`src/shared/ccd_pkg.sv`:
```
// Purpose: constants and types for the frame readout sequencer
// Assumes: core_clk at 250 MHz
// Notes:   gate timing is derived here from nanosecond figures, except the burst gap BLANK_CYC set in ccd_readout

package ccd_pkg;

  // ==========================================================
  // geometry
  localparam int LINES     = 165;
  localparam int IMAGE_PIX = 192;
  localparam int DARK_PIX  = 12;
  localparam int DUMMY_PIX = 6;
  localparam int LINE_PIX  = DUMMY_PIX + IMAGE_PIX + DARK_PIX;
  localparam int ADC_W     = 12;
  localparam int SUM_W     = 16;

  // ==========================================================
  // timing in ns
  localparam int CLK_NS        = 4;
  localparam int T1_NS         = 50;
  localparam int T2_NS         = 50;
  localparam int LTG_HIGH_NS   = 400;
  localparam int LTG_LOW_NS    = 400;
  localparam int TW2_NS        = 350;
  localparam int T3_NS         = 350;
  localparam int T4_NS         = 70;
  localparam int PSG_PERIOD_NS = 100;
  localparam int OVG_PERIOD_NS = 500;

  // minimum times round up to whole cycles
  function automatic logic [15:0] ns_to_cyc(input int ns);
    int c;
    c = (ns + CLK_NS - 1) / CLK_NS;
    if (c < 1)
    begin
      c = 1;
    end
    return 16'(c);
  endfunction

  localparam logic [15:0] T1_CYC       = ns_to_cyc(T1_NS);
  localparam logic [15:0] T2_CYC       = ns_to_cyc(T2_NS);
  localparam logic [15:0] LTG_HIGH_CYC = ns_to_cyc(LTG_HIGH_NS);
  localparam logic [15:0] LTG_LOW_CYC  = ns_to_cyc(LTG_LOW_NS);
  // line-transfer high spans the transfer pulse rise, so the later 350 ns
  // hold after its fall satisfies both the pulse width and the fall spacing
  localparam logic [15:0] T3_CYC       = ns_to_cyc((T3_NS > TW2_NS) ? T3_NS : TW2_NS);
  localparam logic [15:0] T4_CYC       = ns_to_cyc(T4_NS);
  localparam logic [15:0] PSG_HALF_CYC = ns_to_cyc(PSG_PERIOD_NS / 2);
  localparam logic [15:0] OVG_HALF_CYC = ns_to_cyc(OVG_PERIOD_NS / 2);

  localparam logic [15:0] BURST_PULSES = 16'h0004;

  localparam logic [7:0] LAST_LINE  = 8'(LINES - 1);
  localparam logic [7:0] LAST_PIX   = 8'(LINE_PIX - 1);
  localparam logic [7:0] IMAGE_BASE = 8'(DUMMY_PIX);
  localparam logic [7:0] DARK_BASE  = 8'(DUMMY_PIX + IMAGE_PIX);

  // ==========================================================
  // types
  typedef enum logic [1:0] {
    CLASS_DUMMY,
    CLASS_IMAGE,
    CLASS_DARK
  } ccd_class_type;

  typedef enum logic [3:0] {
    ST_IDLE,
    ST_CLR_HIGH,
    ST_CLR_LOW,
    ST_EXP_BURST,
    ST_EXP_GAP,
    ST_RD_SETUP,
    ST_RD_LTG,
    ST_RD_XFER,
    ST_RD_HOLD,
    ST_RD_GAP,
    ST_SH_HIGH,
    ST_SH_LOW
  } ccd_state_type;

endpackage

```
`src/logic/ccd_fifo.sv`:
```
// Purpose: sample buffer between the readout sequencer and its consumer
// Assumes: DEPTH is a power of two
// Notes:   head word sits in its own register so outputs come from flops

`timescale 1ns/100ps

module ccd_fifo #(
  parameter int W     = 14,
  parameter int DEPTH = 16
) (
  input  wire logic         core_clk,
  input  wire logic         rst,
  input  wire logic         in_valid,
  output logic              in_ready,
  input  wire logic [W-1:0] in_data,
  output logic              out_valid,
  input  wire logic         out_ready,
  output logic [W-1:0]      out_data
);

  localparam int AW = $clog2(DEPTH);
  localparam int CW = $clog2(DEPTH + 1);

  typedef struct packed {
    logic [DEPTH-1:0][W-1:0] mem;
    logic [AW-1:0]           wptr;
    logic [AW-1:0]           rptr;
    logic [CW-1:0]           count;
    logic                    in_rdy;
    logic                    head_valid;
    logic [W-1:0]            head;
  } ccd_fifo_state_type;

  ccd_fifo_state_type s;
  ccd_fifo_state_type next_s;

  // ==========================================================
  // next state
  always_comb
  begin
    logic push;
    logic take;
    logic [CW-1:0] cnt;
    next_s = s;
    push   = in_valid && s.in_rdy;
    take   = !s.head_valid || out_ready;
    cnt    = s.count;
    if (s.head_valid && out_ready)
    begin
      next_s.head_valid = 1'b0;
    end
    if (take && s.count != '0)
    begin
      next_s.head       = s.mem[s.rptr];
      next_s.head_valid = 1'b1;
      next_s.rptr       = s.rptr + 1'b1;
      cnt               = cnt - 1'b1;
    end
    if (push)
    begin
      next_s.mem[s.wptr] = in_data;
      next_s.wptr        = s.wptr + 1'b1;
      cnt                = cnt + 1'b1;
    end
    next_s.count  = cnt;
    next_s.in_rdy = (cnt < CW'(DEPTH));
  end

  always_ff @(posedge core_clk)
  begin
    if (rst)
    begin
      s        <= '0;
      s.in_rdy <= 1'b1;
    end
    else
    begin
      s <= next_s;
    end
  end

  assign in_ready  = s.in_rdy;
  assign out_valid = s.head_valid;
  assign out_data  = s.head;

endmodule

```
`src/logic/ccd_readout.sv`:
```
// Purpose: drives the gate clock drivers of a full-frame sensor and tags samples
// Assumes: adc_sample arrives from an external converter, outside core_clk
// Notes:   clear and expose are started by one-cycle command pulses; read starts once a stop_expose request meets scene_dark

`timescale 1ns/100ps

module ccd_readout #(
  parameter int          ADC_W      = ccd_pkg::ADC_W,
  parameter int          FIFO_DEPTH = 16,
  parameter logic [15:0] BLANK_CYC  = 16'h3e03
) (
  input  wire logic                      core_clk,
  input  wire logic                      rst,
  input  wire logic                      start_clear,
  input  wire logic                      start_expose,
  input  wire logic                      stop_expose,
  input  wire logic                      scene_dark,
  input  wire logic [ADC_W-1:0]          adc_sample,
  output logic                           line_transfer_gate,
  output logic                           pixel_shift_gate,
  output logic                           overflow_gate,
  output logic                           overflow_gate_mid,
  output logic                           busy,
  output logic                           frame_done,
  output logic [ccd_pkg::SUM_W-1:0]      dark_sum,
  output logic                           dark_sum_valid,
  output logic                           pix_valid,
  input  wire logic                      pix_ready,
  output logic [1:0]                     pix_class,
  output logic [ADC_W-1:0]               pix_value
);

  localparam int FW = 2 + ADC_W;

  typedef struct packed {
    ccd_pkg::ccd_state_type     fsm;
    logic [15:0]                cnt;
    logic [15:0]                pulses;
    logic [7:0]                 line;
    logic [7:0]                 pix;
    logic                       ltg;
    logic                       psg;
    logic                       ovg;
    logic                       ovg_mid;
    logic                       stop_req;
    logic                       busy;
    logic                       done;
    logic [ADC_W-1:0]           sync1;
    logic [ADC_W-1:0]           sync2;
    logic [ADC_W-1:0]           sync3;
    logic [ADC_W-1:0]           adc_q;
    logic                       push_valid;
    logic [FW-1:0]              push_data;
    logic [ccd_pkg::SUM_W-1:0]  dark_acc;
    logic [ccd_pkg::SUM_W-1:0]  dark_sum;
    logic                       dark_valid;
  } ccd_rd_state_type;

  ccd_rd_state_type s;
  ccd_rd_state_type next_s;
  logic             fifo_in_ready;
  logic [FW-1:0]    fifo_out;
  logic             fifo_out_valid;

  function automatic logic [1:0] class_of(input logic [7:0] p);
    if (p < ccd_pkg::IMAGE_BASE)
    begin
      return 2'(ccd_pkg::CLASS_DUMMY);
    end
    else if (p < ccd_pkg::DARK_BASE)
    begin
      return 2'(ccd_pkg::CLASS_IMAGE);
    end
    return 2'(ccd_pkg::CLASS_DARK);
  endfunction

  // ==========================================================
  // sequencer
  always_comb
  begin
    logic done_cnt;
    next_s            = s;
    done_cnt          = (s.cnt == 16'h0000);
    next_s.cnt        = done_cnt ? 16'h0000 : s.cnt - 16'h0001;
    next_s.done       = 1'b0;
    next_s.dark_valid = 1'b0;
    // converter pins: a bit changes only when the last two stages agree
    next_s.sync1 = adc_sample;
    next_s.sync2 = s.sync1;
    next_s.sync3 = s.sync2;
    for (int i = 0; i < ADC_W; i++)
    begin
      if (s.sync2[i] == s.sync3[i])
      begin
        next_s.adc_q[i] = s.sync3[i];
      end
    end
    if (s.push_valid && fifo_in_ready)
    begin
      next_s.push_valid = 1'b0;
    end
    unique case (s.fsm)
      ccd_pkg::ST_IDLE:
      begin
        next_s.ltg      = 1'b0;
        next_s.psg      = 1'b0;
        next_s.ovg      = 1'b0;
        next_s.ovg_mid  = 1'b1;
        next_s.busy     = 1'b0;
        next_s.stop_req = 1'b0;
        next_s.line     = 8'h00;
        if (start_clear)
        begin
          next_s.fsm  = ccd_pkg::ST_CLR_HIGH;
          next_s.ltg  = 1'b1;
          next_s.cnt  = ccd_pkg::LTG_HIGH_CYC - 16'h0001;
          next_s.busy = 1'b1;
        end
        else if (start_expose)
        begin
          next_s.fsm     = ccd_pkg::ST_EXP_BURST;
          next_s.ovg_mid = 1'b0;
          next_s.ovg     = 1'b1;
          next_s.pulses  = ccd_pkg::BURST_PULSES - 16'h0001;
          next_s.cnt     = ccd_pkg::OVG_HALF_CYC - 16'h0001;
          next_s.busy    = 1'b1;
        end
      end
      // shift gate stays low; each transfer dumps a line into the cleared register
      ccd_pkg::ST_CLR_HIGH:
      begin
        if (done_cnt)
        begin
          next_s.ltg = 1'b0;
          next_s.cnt = ccd_pkg::LTG_LOW_CYC - 16'h0001;
          next_s.fsm = ccd_pkg::ST_CLR_LOW;
        end
      end
      ccd_pkg::ST_CLR_LOW:
      begin
        if (done_cnt)
        begin
          if (s.line == ccd_pkg::LAST_LINE)
          begin
            next_s.fsm  = ccd_pkg::ST_IDLE;
            next_s.done = 1'b1;
          end
          else
          begin
            next_s.line = s.line + 8'h01;
            next_s.ltg  = 1'b1;
            next_s.cnt  = ccd_pkg::LTG_HIGH_CYC - 16'h0001;
            next_s.fsm  = ccd_pkg::ST_CLR_HIGH;
          end
        end
      end
      ccd_pkg::ST_EXP_BURST:
      begin
        if (stop_expose)
        begin
          next_s.stop_req = 1'b1;
        end
        if (done_cnt)
        begin
          next_s.cnt = ccd_pkg::OVG_HALF_CYC - 16'h0001;
          if (s.ovg)
          begin
            next_s.ovg = 1'b0;
          end
          else if (s.pulses != 16'h0000)
          begin
            next_s.ovg    = 1'b1;
            next_s.pulses = s.pulses - 16'h0001;
          end
          else
          begin
            next_s.cnt = BLANK_CYC;
            next_s.fsm = ccd_pkg::ST_EXP_GAP;
          end
        end
      end
      // while stopped but still lit the bursts go on, so no pixel blooms
      ccd_pkg::ST_EXP_GAP:
      begin
        if (stop_expose)
        begin
          next_s.stop_req = 1'b1;
        end
        if ((stop_expose || s.stop_req) && scene_dark)
        begin
          next_s.ovg_mid = 1'b1;
          next_s.line    = 8'h00;
          next_s.cnt     = ccd_pkg::T1_CYC - 16'h0001;
          next_s.fsm     = ccd_pkg::ST_RD_SETUP;
        end
        else if (done_cnt)
        begin
          next_s.ovg    = 1'b1;
          next_s.pulses = ccd_pkg::BURST_PULSES - 16'h0001;
          next_s.cnt    = ccd_pkg::OVG_HALF_CYC - 16'h0001;
          next_s.fsm    = ccd_pkg::ST_EXP_BURST;
        end
      end
      ccd_pkg::ST_RD_SETUP:
      begin
        if (done_cnt)
        begin
          next_s.ltg = 1'b1;
          next_s.cnt = ccd_pkg::T2_CYC - 16'h0001;
          next_s.fsm = ccd_pkg::ST_RD_LTG;
        end
      end
      ccd_pkg::ST_RD_LTG:
      begin
        if (done_cnt)
        begin
          next_s.psg = 1'b1;
          next_s.cnt = ccd_pkg::LTG_HIGH_CYC - 16'h0001;
          next_s.fsm = ccd_pkg::ST_RD_XFER;
        end
      end
      ccd_pkg::ST_RD_XFER:
      begin
        if (done_cnt)
        begin
          next_s.ltg = 1'b0;
          next_s.cnt = ccd_pkg::T3_CYC - 16'h0001;
          next_s.fsm = ccd_pkg::ST_RD_HOLD;
        end
      end
      ccd_pkg::ST_RD_HOLD:
      begin
        if (done_cnt)
        begin
          next_s.psg = 1'b0;
          next_s.cnt = ccd_pkg::T4_CYC - 16'h0001;
          next_s.fsm = ccd_pkg::ST_RD_GAP;
        end
      end
      ccd_pkg::ST_RD_GAP:
      begin
        if (done_cnt)
        begin
          next_s.pix      = 8'h00;
          next_s.dark_acc = '0;
          next_s.psg      = 1'b1;
          next_s.cnt      = ccd_pkg::PSG_HALF_CYC - 16'h0001;
          next_s.fsm      = ccd_pkg::ST_SH_HIGH;
        end
      end
      ccd_pkg::ST_SH_HIGH:
      begin
        if (done_cnt)
        begin
          next_s.psg = 1'b0;
          next_s.cnt = ccd_pkg::PSG_HALF_CYC - 16'h0001;
          next_s.fsm = ccd_pkg::ST_SH_LOW;
        end
      end
      // sample late in the low half, after the output has settled;
      // a full buffer stretches the low half instead of losing a pixel
      ccd_pkg::ST_SH_LOW:
      begin
        if (done_cnt && !next_s.push_valid)
        begin
          next_s.push_valid = 1'b1;
          next_s.push_data  = {class_of(s.pix), s.adc_q};
          if (s.pix >= ccd_pkg::DARK_BASE)
          begin
            next_s.dark_acc = s.dark_acc + ccd_pkg::SUM_W'(s.adc_q);
          end
          if (s.pix == ccd_pkg::LAST_PIX)
          begin
            next_s.dark_sum   = s.dark_acc;
            next_s.dark_valid = 1'b1;
            if (s.line == ccd_pkg::LAST_LINE)
            begin
              next_s.fsm  = ccd_pkg::ST_IDLE;
              next_s.done = 1'b1;
            end
            else
            begin
              next_s.line = s.line + 8'h01;
              next_s.cnt  = ccd_pkg::T1_CYC - 16'h0001;
              next_s.fsm  = ccd_pkg::ST_RD_SETUP;
            end
          end
          else
          begin
            next_s.pix = s.pix + 8'h01;
            next_s.psg = 1'b1;
            next_s.cnt = ccd_pkg::PSG_HALF_CYC - 16'h0001;
            next_s.fsm = ccd_pkg::ST_SH_HIGH;
          end
        end
        else if (done_cnt)
        begin
          next_s.cnt = 16'h0000;
        end
      end
    endcase
    if (s.pix >= ccd_pkg::DARK_BASE && s.fsm == ccd_pkg::ST_SH_LOW && next_s.dark_valid)
    begin
      next_s.dark_sum = s.dark_acc + ccd_pkg::SUM_W'(s.adc_q);
    end
  end

  always_ff @(posedge core_clk)
  begin
    if (rst)
    begin
      s         <= '0;
      s.fsm     <= ccd_pkg::ST_IDLE;
      s.ovg_mid <= 1'b1;
    end
    else
    begin
      s <= next_s;
    end
  end

  // ==========================================================
  // sample buffer
  ccd_fifo #(
    .W     (FW),
    .DEPTH (FIFO_DEPTH)
  ) u_fifo (
    .core_clk  (core_clk),
    .rst       (rst),
    .in_valid  (s.push_valid),
    .in_ready  (fifo_in_ready),
    .in_data   (s.push_data),
    .out_valid (fifo_out_valid),
    .out_ready (pix_ready),
    .out_data  (fifo_out)
  );

  assign line_transfer_gate = s.ltg;
  assign pixel_shift_gate   = s.psg;
  assign overflow_gate      = s.ovg;
  assign overflow_gate_mid  = s.ovg_mid;
  assign busy               = s.busy;
  assign frame_done         = s.done;
  assign dark_sum           = s.dark_sum;
  assign dark_sum_valid     = s.dark_valid;
  assign pix_valid          = fifo_out_valid;
  assign pix_class          = fifo_out[FW-1 -: 2];
  assign pix_value          = fifo_out[ADC_W-1:0];

endmodule

```
`config.mk`:
```
export PLATFORM = sky130hd
export DESIGN_NAME = ccd_readout
export DESIGN_NICKNAME = d
export VERILOG_FILES = /design/src/shared/ccd_pkg.sv /design/src/logic/ccd_fifo.sv /design/src/logic/ccd_readout.sv
export SDC_FILE = /design/constraint.sdc
export NUM_CORES = 1
export LEC_CHECK = 0
export BUFFER_PORTS_ARGS = -buffer_cell sky130_fd_sc_hd__buf_4
export CORE_MARGIN = 3
export CORE_UTILIZATION = 61
export CTS_BUF_LIST = sky130_fd_sc_hd__clkbuf_16
export DETAILED_ROUTE_END_ITERATION = 12
export PLACE_DENSITY_LB_ADDON = 0.15
export SLEW_MARGIN = 20
export SYNTH_ARGS = -nofsm -noshare
export SYNTH_HDL_FRONTEND = slang
export SYNTH_SLANG_ARGS = --single-unit
```
`constraint.sdc`:
```
create_clock -name core_clk -period 3.4 [get_ports core_clk]
set_input_delay 0.17 -clock core_clk [delete_from_list [all_inputs] [get_ports core_clk]]
set_output_delay 0.17 -clock core_clk [all_outputs]
set_load 0.03 [all_outputs]
```
== Word-level counts from Yosys, hierarchy flattened ==
Cells that the tools add are included.

* Input bits: 19
* Flip-flop bits (word level): 408
* Latch bits: 0
* Word-level logic and storage cells: 256
* Memory bits (writable): 0
* Memory bits (read-only): 0
* Output and inout bits: 38
* Memories: 0

* $lt $le $gt $ge: 7
* Bitwise operators: 0
* Divide/modulo/power cells: 0
* Mux-type cells: 90
* Multiply operators: 0
* Shift operators: 0
* Add/subtract/negate cells: 9
* Equal/unequal tests: 53
* Reductions and logical operators: 43

{| class="wikitable"
|+ Operators by type and width
! kind !! number
|-
| $mux W20 || 12
|-
| $pmux W20 S12 || 1
|-
| $bwmux W224 || 1
|-
| $mux W16 || 12
|-
| $mux W36 || 4
|-
| $bmux W14 S4 || 1
|-
| $demux W14 S4 || 1
|-
| $mux W48 || 1
|-
| $mux W8 || 6
|-
| $pmux W16 S3 || 1
|-
| $ne A2 B2 Y1 const B || 22
|-
| $mux W17 || 2
|-
| $pmux W16 S2 || 1
|-
| $pmux W8 S4 || 1
|-
| $sub A16 B1 Y16 const B || 2
|-
| $mux W15 || 2
|-
| $mux W14 || 2
|-
| $mux W1 || 26
|-
| $add A16 B12 Y16 || 1
|-
| $add A8 B1 Y8 const B || 2
|-
| $eq A4 B3 Y1 const B || 4
|-
| $eq A4 B4 Y1 const B || 4
|-
| $eq A8 B8 Y1 const B || 2
|-
| $logic_not A16 Y1 || 1
|-
| 38 further kinds || 90
|}

== Logic depth before layout (Yosys ltp) ==
* Word-level depth: 12
* Gate-level depth with buffers: 11

== Hierarchy ==
From an unflattened synthesis, not the netlist that was laid out.

* Cells, all modules: 2222
* Area total of the unflattened synthesis: 18453.9 um2

{| class="wikitable"
|+ Modules (own cells, without submodules)
! module !! area each (um2) !! times used !! cells an instance
|-
| ccd_fifo || 10829.1 || 1 || 1281
|-
| ccd_readout || 7624.8 || 1 || 941
|}

== Least setup slack after synthesis ==
No wires, ideal clock.

* Kind: flip-flop to flip-flop
* Start point: register u_fifo.s[16] (netlist name)
* End point: register u_fifo.s[20] (netlist name)
* Buffers on the path: 1
* Arrival: 2.321 ns
* Required time: 3.334 ns
* Setup time: 0.066 ns
* Slack: 1.013 ns
* Cell stages (with the launch flop): 12
* Cells stage by stage: dfxtp_1 > inv_1 > ha_1 > or4b_1 > and2_1 > buf_2 > a21oi_1 > ha_1 > nand2_1 > nor3_1 > xnor2_1 > nor2b_1

* Longest elaborated chain between the ends: 5
* Elaborated cells between the ends (all ways): 6
* Classes of those cells: add/sub (2); mux (2); reduce/logical (2)

{| class="wikitable"
|+ Ends and longest elaborated chain
! what !! RTL line !! text
|-
| start, declared || ccd_fifo.sv:34 || <nowiki>ccd_fifo_state_type s;</nowiki>
|-
| start signal, assigned || ccd_fifo.sv:78 || <nowiki>s <= next_s;</nowiki>
|-
| parallel branches: the longest is 2 deep, another holds $sub A5 B1 Y5 || - ||
|-
| $mux W5 (*) || ccd_fifo.sv:52 || <nowiki>if (take && s.count != '0)</nowiki>
|-
| $add A5 B1 Y5 || ccd_fifo.sv:63 || <nowiki>cnt = cnt + 1'b1;</nowiki>
|-
| $mux W5 (*) || ccd_fifo.sv:59 || <nowiki>if (push)</nowiki>
|}

Mark *: on every way between the ends.
A chain may end at the register's enable or synchronous reset.

== Final worst setup path ==
* Start point: register s[135] (netlist name)
* End point: register s[153] (netlist name)

* Longest elaborated chain between the ends: 4
* Elaborated cells between the ends (all ways): 14
* Classes of those cells: eq/ne (11); reduce/logical (3)

{| class="wikitable"
|+ Ends and longest elaborated chain
! what !! RTL line !! text
|-
| start, declared || ccd_readout.sv:59 || <nowiki>ccd_rd_state_type s;</nowiki>
|-
| start signal, assigned || ccd_readout.sv:318 || <nowiki>s <= next_s;</nowiki>
|-
| $logic_not A16 Y1 (*) || ccd_readout.sv:83 || <nowiki>done_cnt = (s.cnt == 16'h0000);</nowiki>
|-
| $logic_and A1 B1 Y1 || ccd_readout.sv:264 || <nowiki>if (done_cnt && !next_s.push_valid)</nowiki>
|-
| $ne A2 B2 Y1 (no line) || - ||
|-
| $reduce_and A14 Y1 (no line) (*) || - ||
|}

Mark *: on every way between the ends. The rest lies on a longest branch, timed or not.

==> flow_summary.toml <==
[timing]
worstMarginPinSlew_ns = 0.963
fin_crit_sh_pct = 88.9
tns_ns = 0
fin_crit_ns = 3.02
skew_ns = 0.0238
relSlewSlack_pct = 35.8
setup_violations = 0
slew_violations = 0
rsz0062_at_grt = "no"
fmax_mhz = 331
hold_violations = 0

[setup_path]
cp_slowest_cell = "or3b_2"
worstPathRequired_ns = 3.84
cp_cell_sequence = "inv_1, ha_1, or3b_2, nor3_1, nand2_1, nor3_1, nand3_1, a311oi_1"
cpPeakStageDelay_ns = 0.49
critical_path_arrival_ns = 3.46
crit_top_cell = "nor3_1"
worstSetupPathType = "register to register"
endpoint_kind = "register"
cp-start-kind = "register"
r2r_slack_ns = 0.38
critPathMaxFanout = 12

[drt]
routed_via_density = 6.04
first_iter_violations = 1408
wire_per_inst_um = 18.1
drtAntennaViolNets = 0
wl_um = 47500
num_vias = 15900
drc_errors = 0
firstDrtPassIters = 6

[synthesis]
synth.top_cells.by_area = "dfxtp_1 44%, nand2_1 12%, a21oi_1 9.3%, mux4_2 8.5%, clkbuf_1 2.9%"
synth_top_family_by_area = "simple AND/OR/NAND/NOR gates"
synth_fa_ha_area_share_pct = 1.86
synth_nets = 2288
ys_seq_area_share_pct = 43.9
yosys.area_share.simple_pct = 22.8
syn_area_um2 = 18600
syn_inst = 2242
ys_warn_count = 0
synth-edff-count = 0
syn_area_per_cell_um2 = 8.30
synth_top_area_cell = "dfxtp_1"
ys_async_sr_fraction_pct = 0
ys.flop_type = "dfxtp_1"
synth_xor_area_share_pct = 2.02
ys_ff_latch = 408
synthMuxAreaShare_pct = 8.75
ys_types = 74
synth_compound_area_share_pct = 15.5
synth_top_area_share_pct = 43.9

[layout]
layout_common_cells = "591 x nand2_1, 406 x dfxtp_1, 344 x a21oi_1"
final_cells = 2629
drive_gt1_share_pct = 11.2
diodes = 0
final_area_um2 = 20500
area_delta_synth_final_pct = 9.94
nNetsFinal = 2257
final_common_cell = "nand2_1"

[clock_tree]
clockBufferDepth = 3
numCtsBuffers = 42
clk_latency_ns = 0.55
cts_tree = "yes"
cts_num_sinks = 408
clk_pin_slew_ns = 0.06
root_buffer = "clkbuf_16"
h-tree-depth = 2

[place]
place.detailed.hpwl_um = 31500
placed_cell_area_um2 = 19100
gp_congestion = 0.949
place_inst = 2543
port-buffer-count = 56

[global_route]
grt_pass1_vias = 14800
grt_antenna_before_repair = 0
grtUsageTotal_pct = 28.1
grt_pass1_wl_um = 76600
overflow = 0
grt_max_degree = 131

[pwr]
p_total_mw = 12.8
p_sw_mw = 4.16
power_frac_seq_pct = 41.5
pwr-share-comb_pct = 25.1
p_per_area_nw_per_um2 = 626
power_frac_clock_pct = 33.3
leakagePower_nw = 7.02
power.internal_mw = 8.63
peakVddDrop_uv = 477
switching_share_pct = 32.5

[status]
status = "finished, final reports clean"

[floorplanning]
rows = 63
core_region_area_um2 = 29900
die_x_um = 181
start_util_pct = 62.3
die_h_um = 181
ios = 57
die-area_um2 = 32600

[min_path]
hold_path.class = "input pin to register"

[flow_run]
cap_viol_max_count = 0
-- worst max-delay path, delay by kind of cell (launching register included) --
family | cells | cell delay (ns)
buffers and inverters | 1 | 0.12
AO/OA/AOI/OAI | 1 | 0.34
adder cells (fa/ha/maj) | 1 | 0.17
flip-flops | 1 | 0.35
AND/OR/NAND/NOR | 5 | 1.96
-- power groups by stage --
stage               registers [mW]  logic, mW  clock network (mW)
detailed placement            5.41       3.15                   0
CTS                           5.31       3.18                4.33
floorplan                     5.26       2.43                   0
global placement              5.40       3.10                   0
finish                        5.32       3.22                4.26
global route                  5.35       3.51                4.53
-- synthesized netlist by cell type (5+ instances only) --
cell type and n:
clkbuf_1 143, inv_1 26, nor2_1 105, a21oi_1 344, a22oi_1 8, o31ai_1 7, xnor2_1 17, nand2b_1 12
or3_1 10, buf_1 6, xor2_1 26, nand4_1 22, mux4_2 70, a31oi_1 11, o21ai_0 68, dfxtp_1 408
and2_1 6, a211oi_1 18, nor2b_1 45, nand3_1 51, nor4_1 7, buf_2 15, ha_1 26, and3_1 13
o21a_1 5, a21o_1 10, or2_2 6, nand2_1 591, nor3_1 48, buf_4 31, a311oi_1 5
-- stage by stage --
stage	setup slack (ns)	hold WS (ns)	util, %
after floorplan	1.01	0.298	-
after global placement	0.629	0.380	63.8
after detailed placement	0.456	0.389	63.8
after CTS	0.445	0.0876	68.5
after global routing	0.173	0.142	68.5
final	0.378	0.109	68.5
-- sequential cells by signal, indices dropped and copies added (netlist names) --
signal / count
u_fifo.out_data: 14
overflow_gate: 1
u_fifo.in_ready: 1
pixel_shift_gate: 1
overflow_gate_mid: 1
dark_sum_valid: 1
u_fifo.s: 237
frame_done: 1
u_fifo.out_valid: 1
s: 108
dark_sum: 16
busy: 1
line_transfer_gate: 1
next_s: 24
-- kinds of logic (layout without fill, tap and decap cells) --
family | Yosys count | after routing
multiplexers | 75 | 75
buffers and inverters | 223 | 220
AND/OR/NAND/NOR | 954 | 954
AO/OA/AOI/OAI | 512 | 512
flip-flops | 408 | 408
XOR/XNOR | 43 | 43
adder cells (fa/ha/maj) | 27 | 27
-- worst paths after layout --
check          startpoint    endpoint  cells past startpoint
max reg2reg        s[135]      s[153]                      8
min          start_expose        busy                      3
max                s[135]      s[153]                      8
min reg2reg    next_s[78]  next_s[66]                      1
-- metal layers --
metal  up-vias  wire (um)  track usage [%]  share of wire (%)
met1      7525      20900             40.0                 44
li1       7632          -                -                  -
met4         2       1050             7.95                2.2
met5         -         80             1.78               0.17
met2       639      21800             44.8                 46
met3        79       3650             4.20                7.7
-- cell type report --
cell class | count | area, um2
clock buffer | 42 | 1050
clock inverter | 30 | 204
fill | 2375 | 9420
inverter | 28 | 105
multi-input combinational | 1611 | 9460
sequential | 408 | 8170
tap | 390 | 488
timing repair buffer | 120 | 968
-- what timing repair did --
item                                   in CTS  in global routing
setup buffers                               0                  0
endpoints found under the hold margin      14                  0
resized for setup                           0                  0
hold buffers                               14                  0
Power figures use the tool's default switching activity.
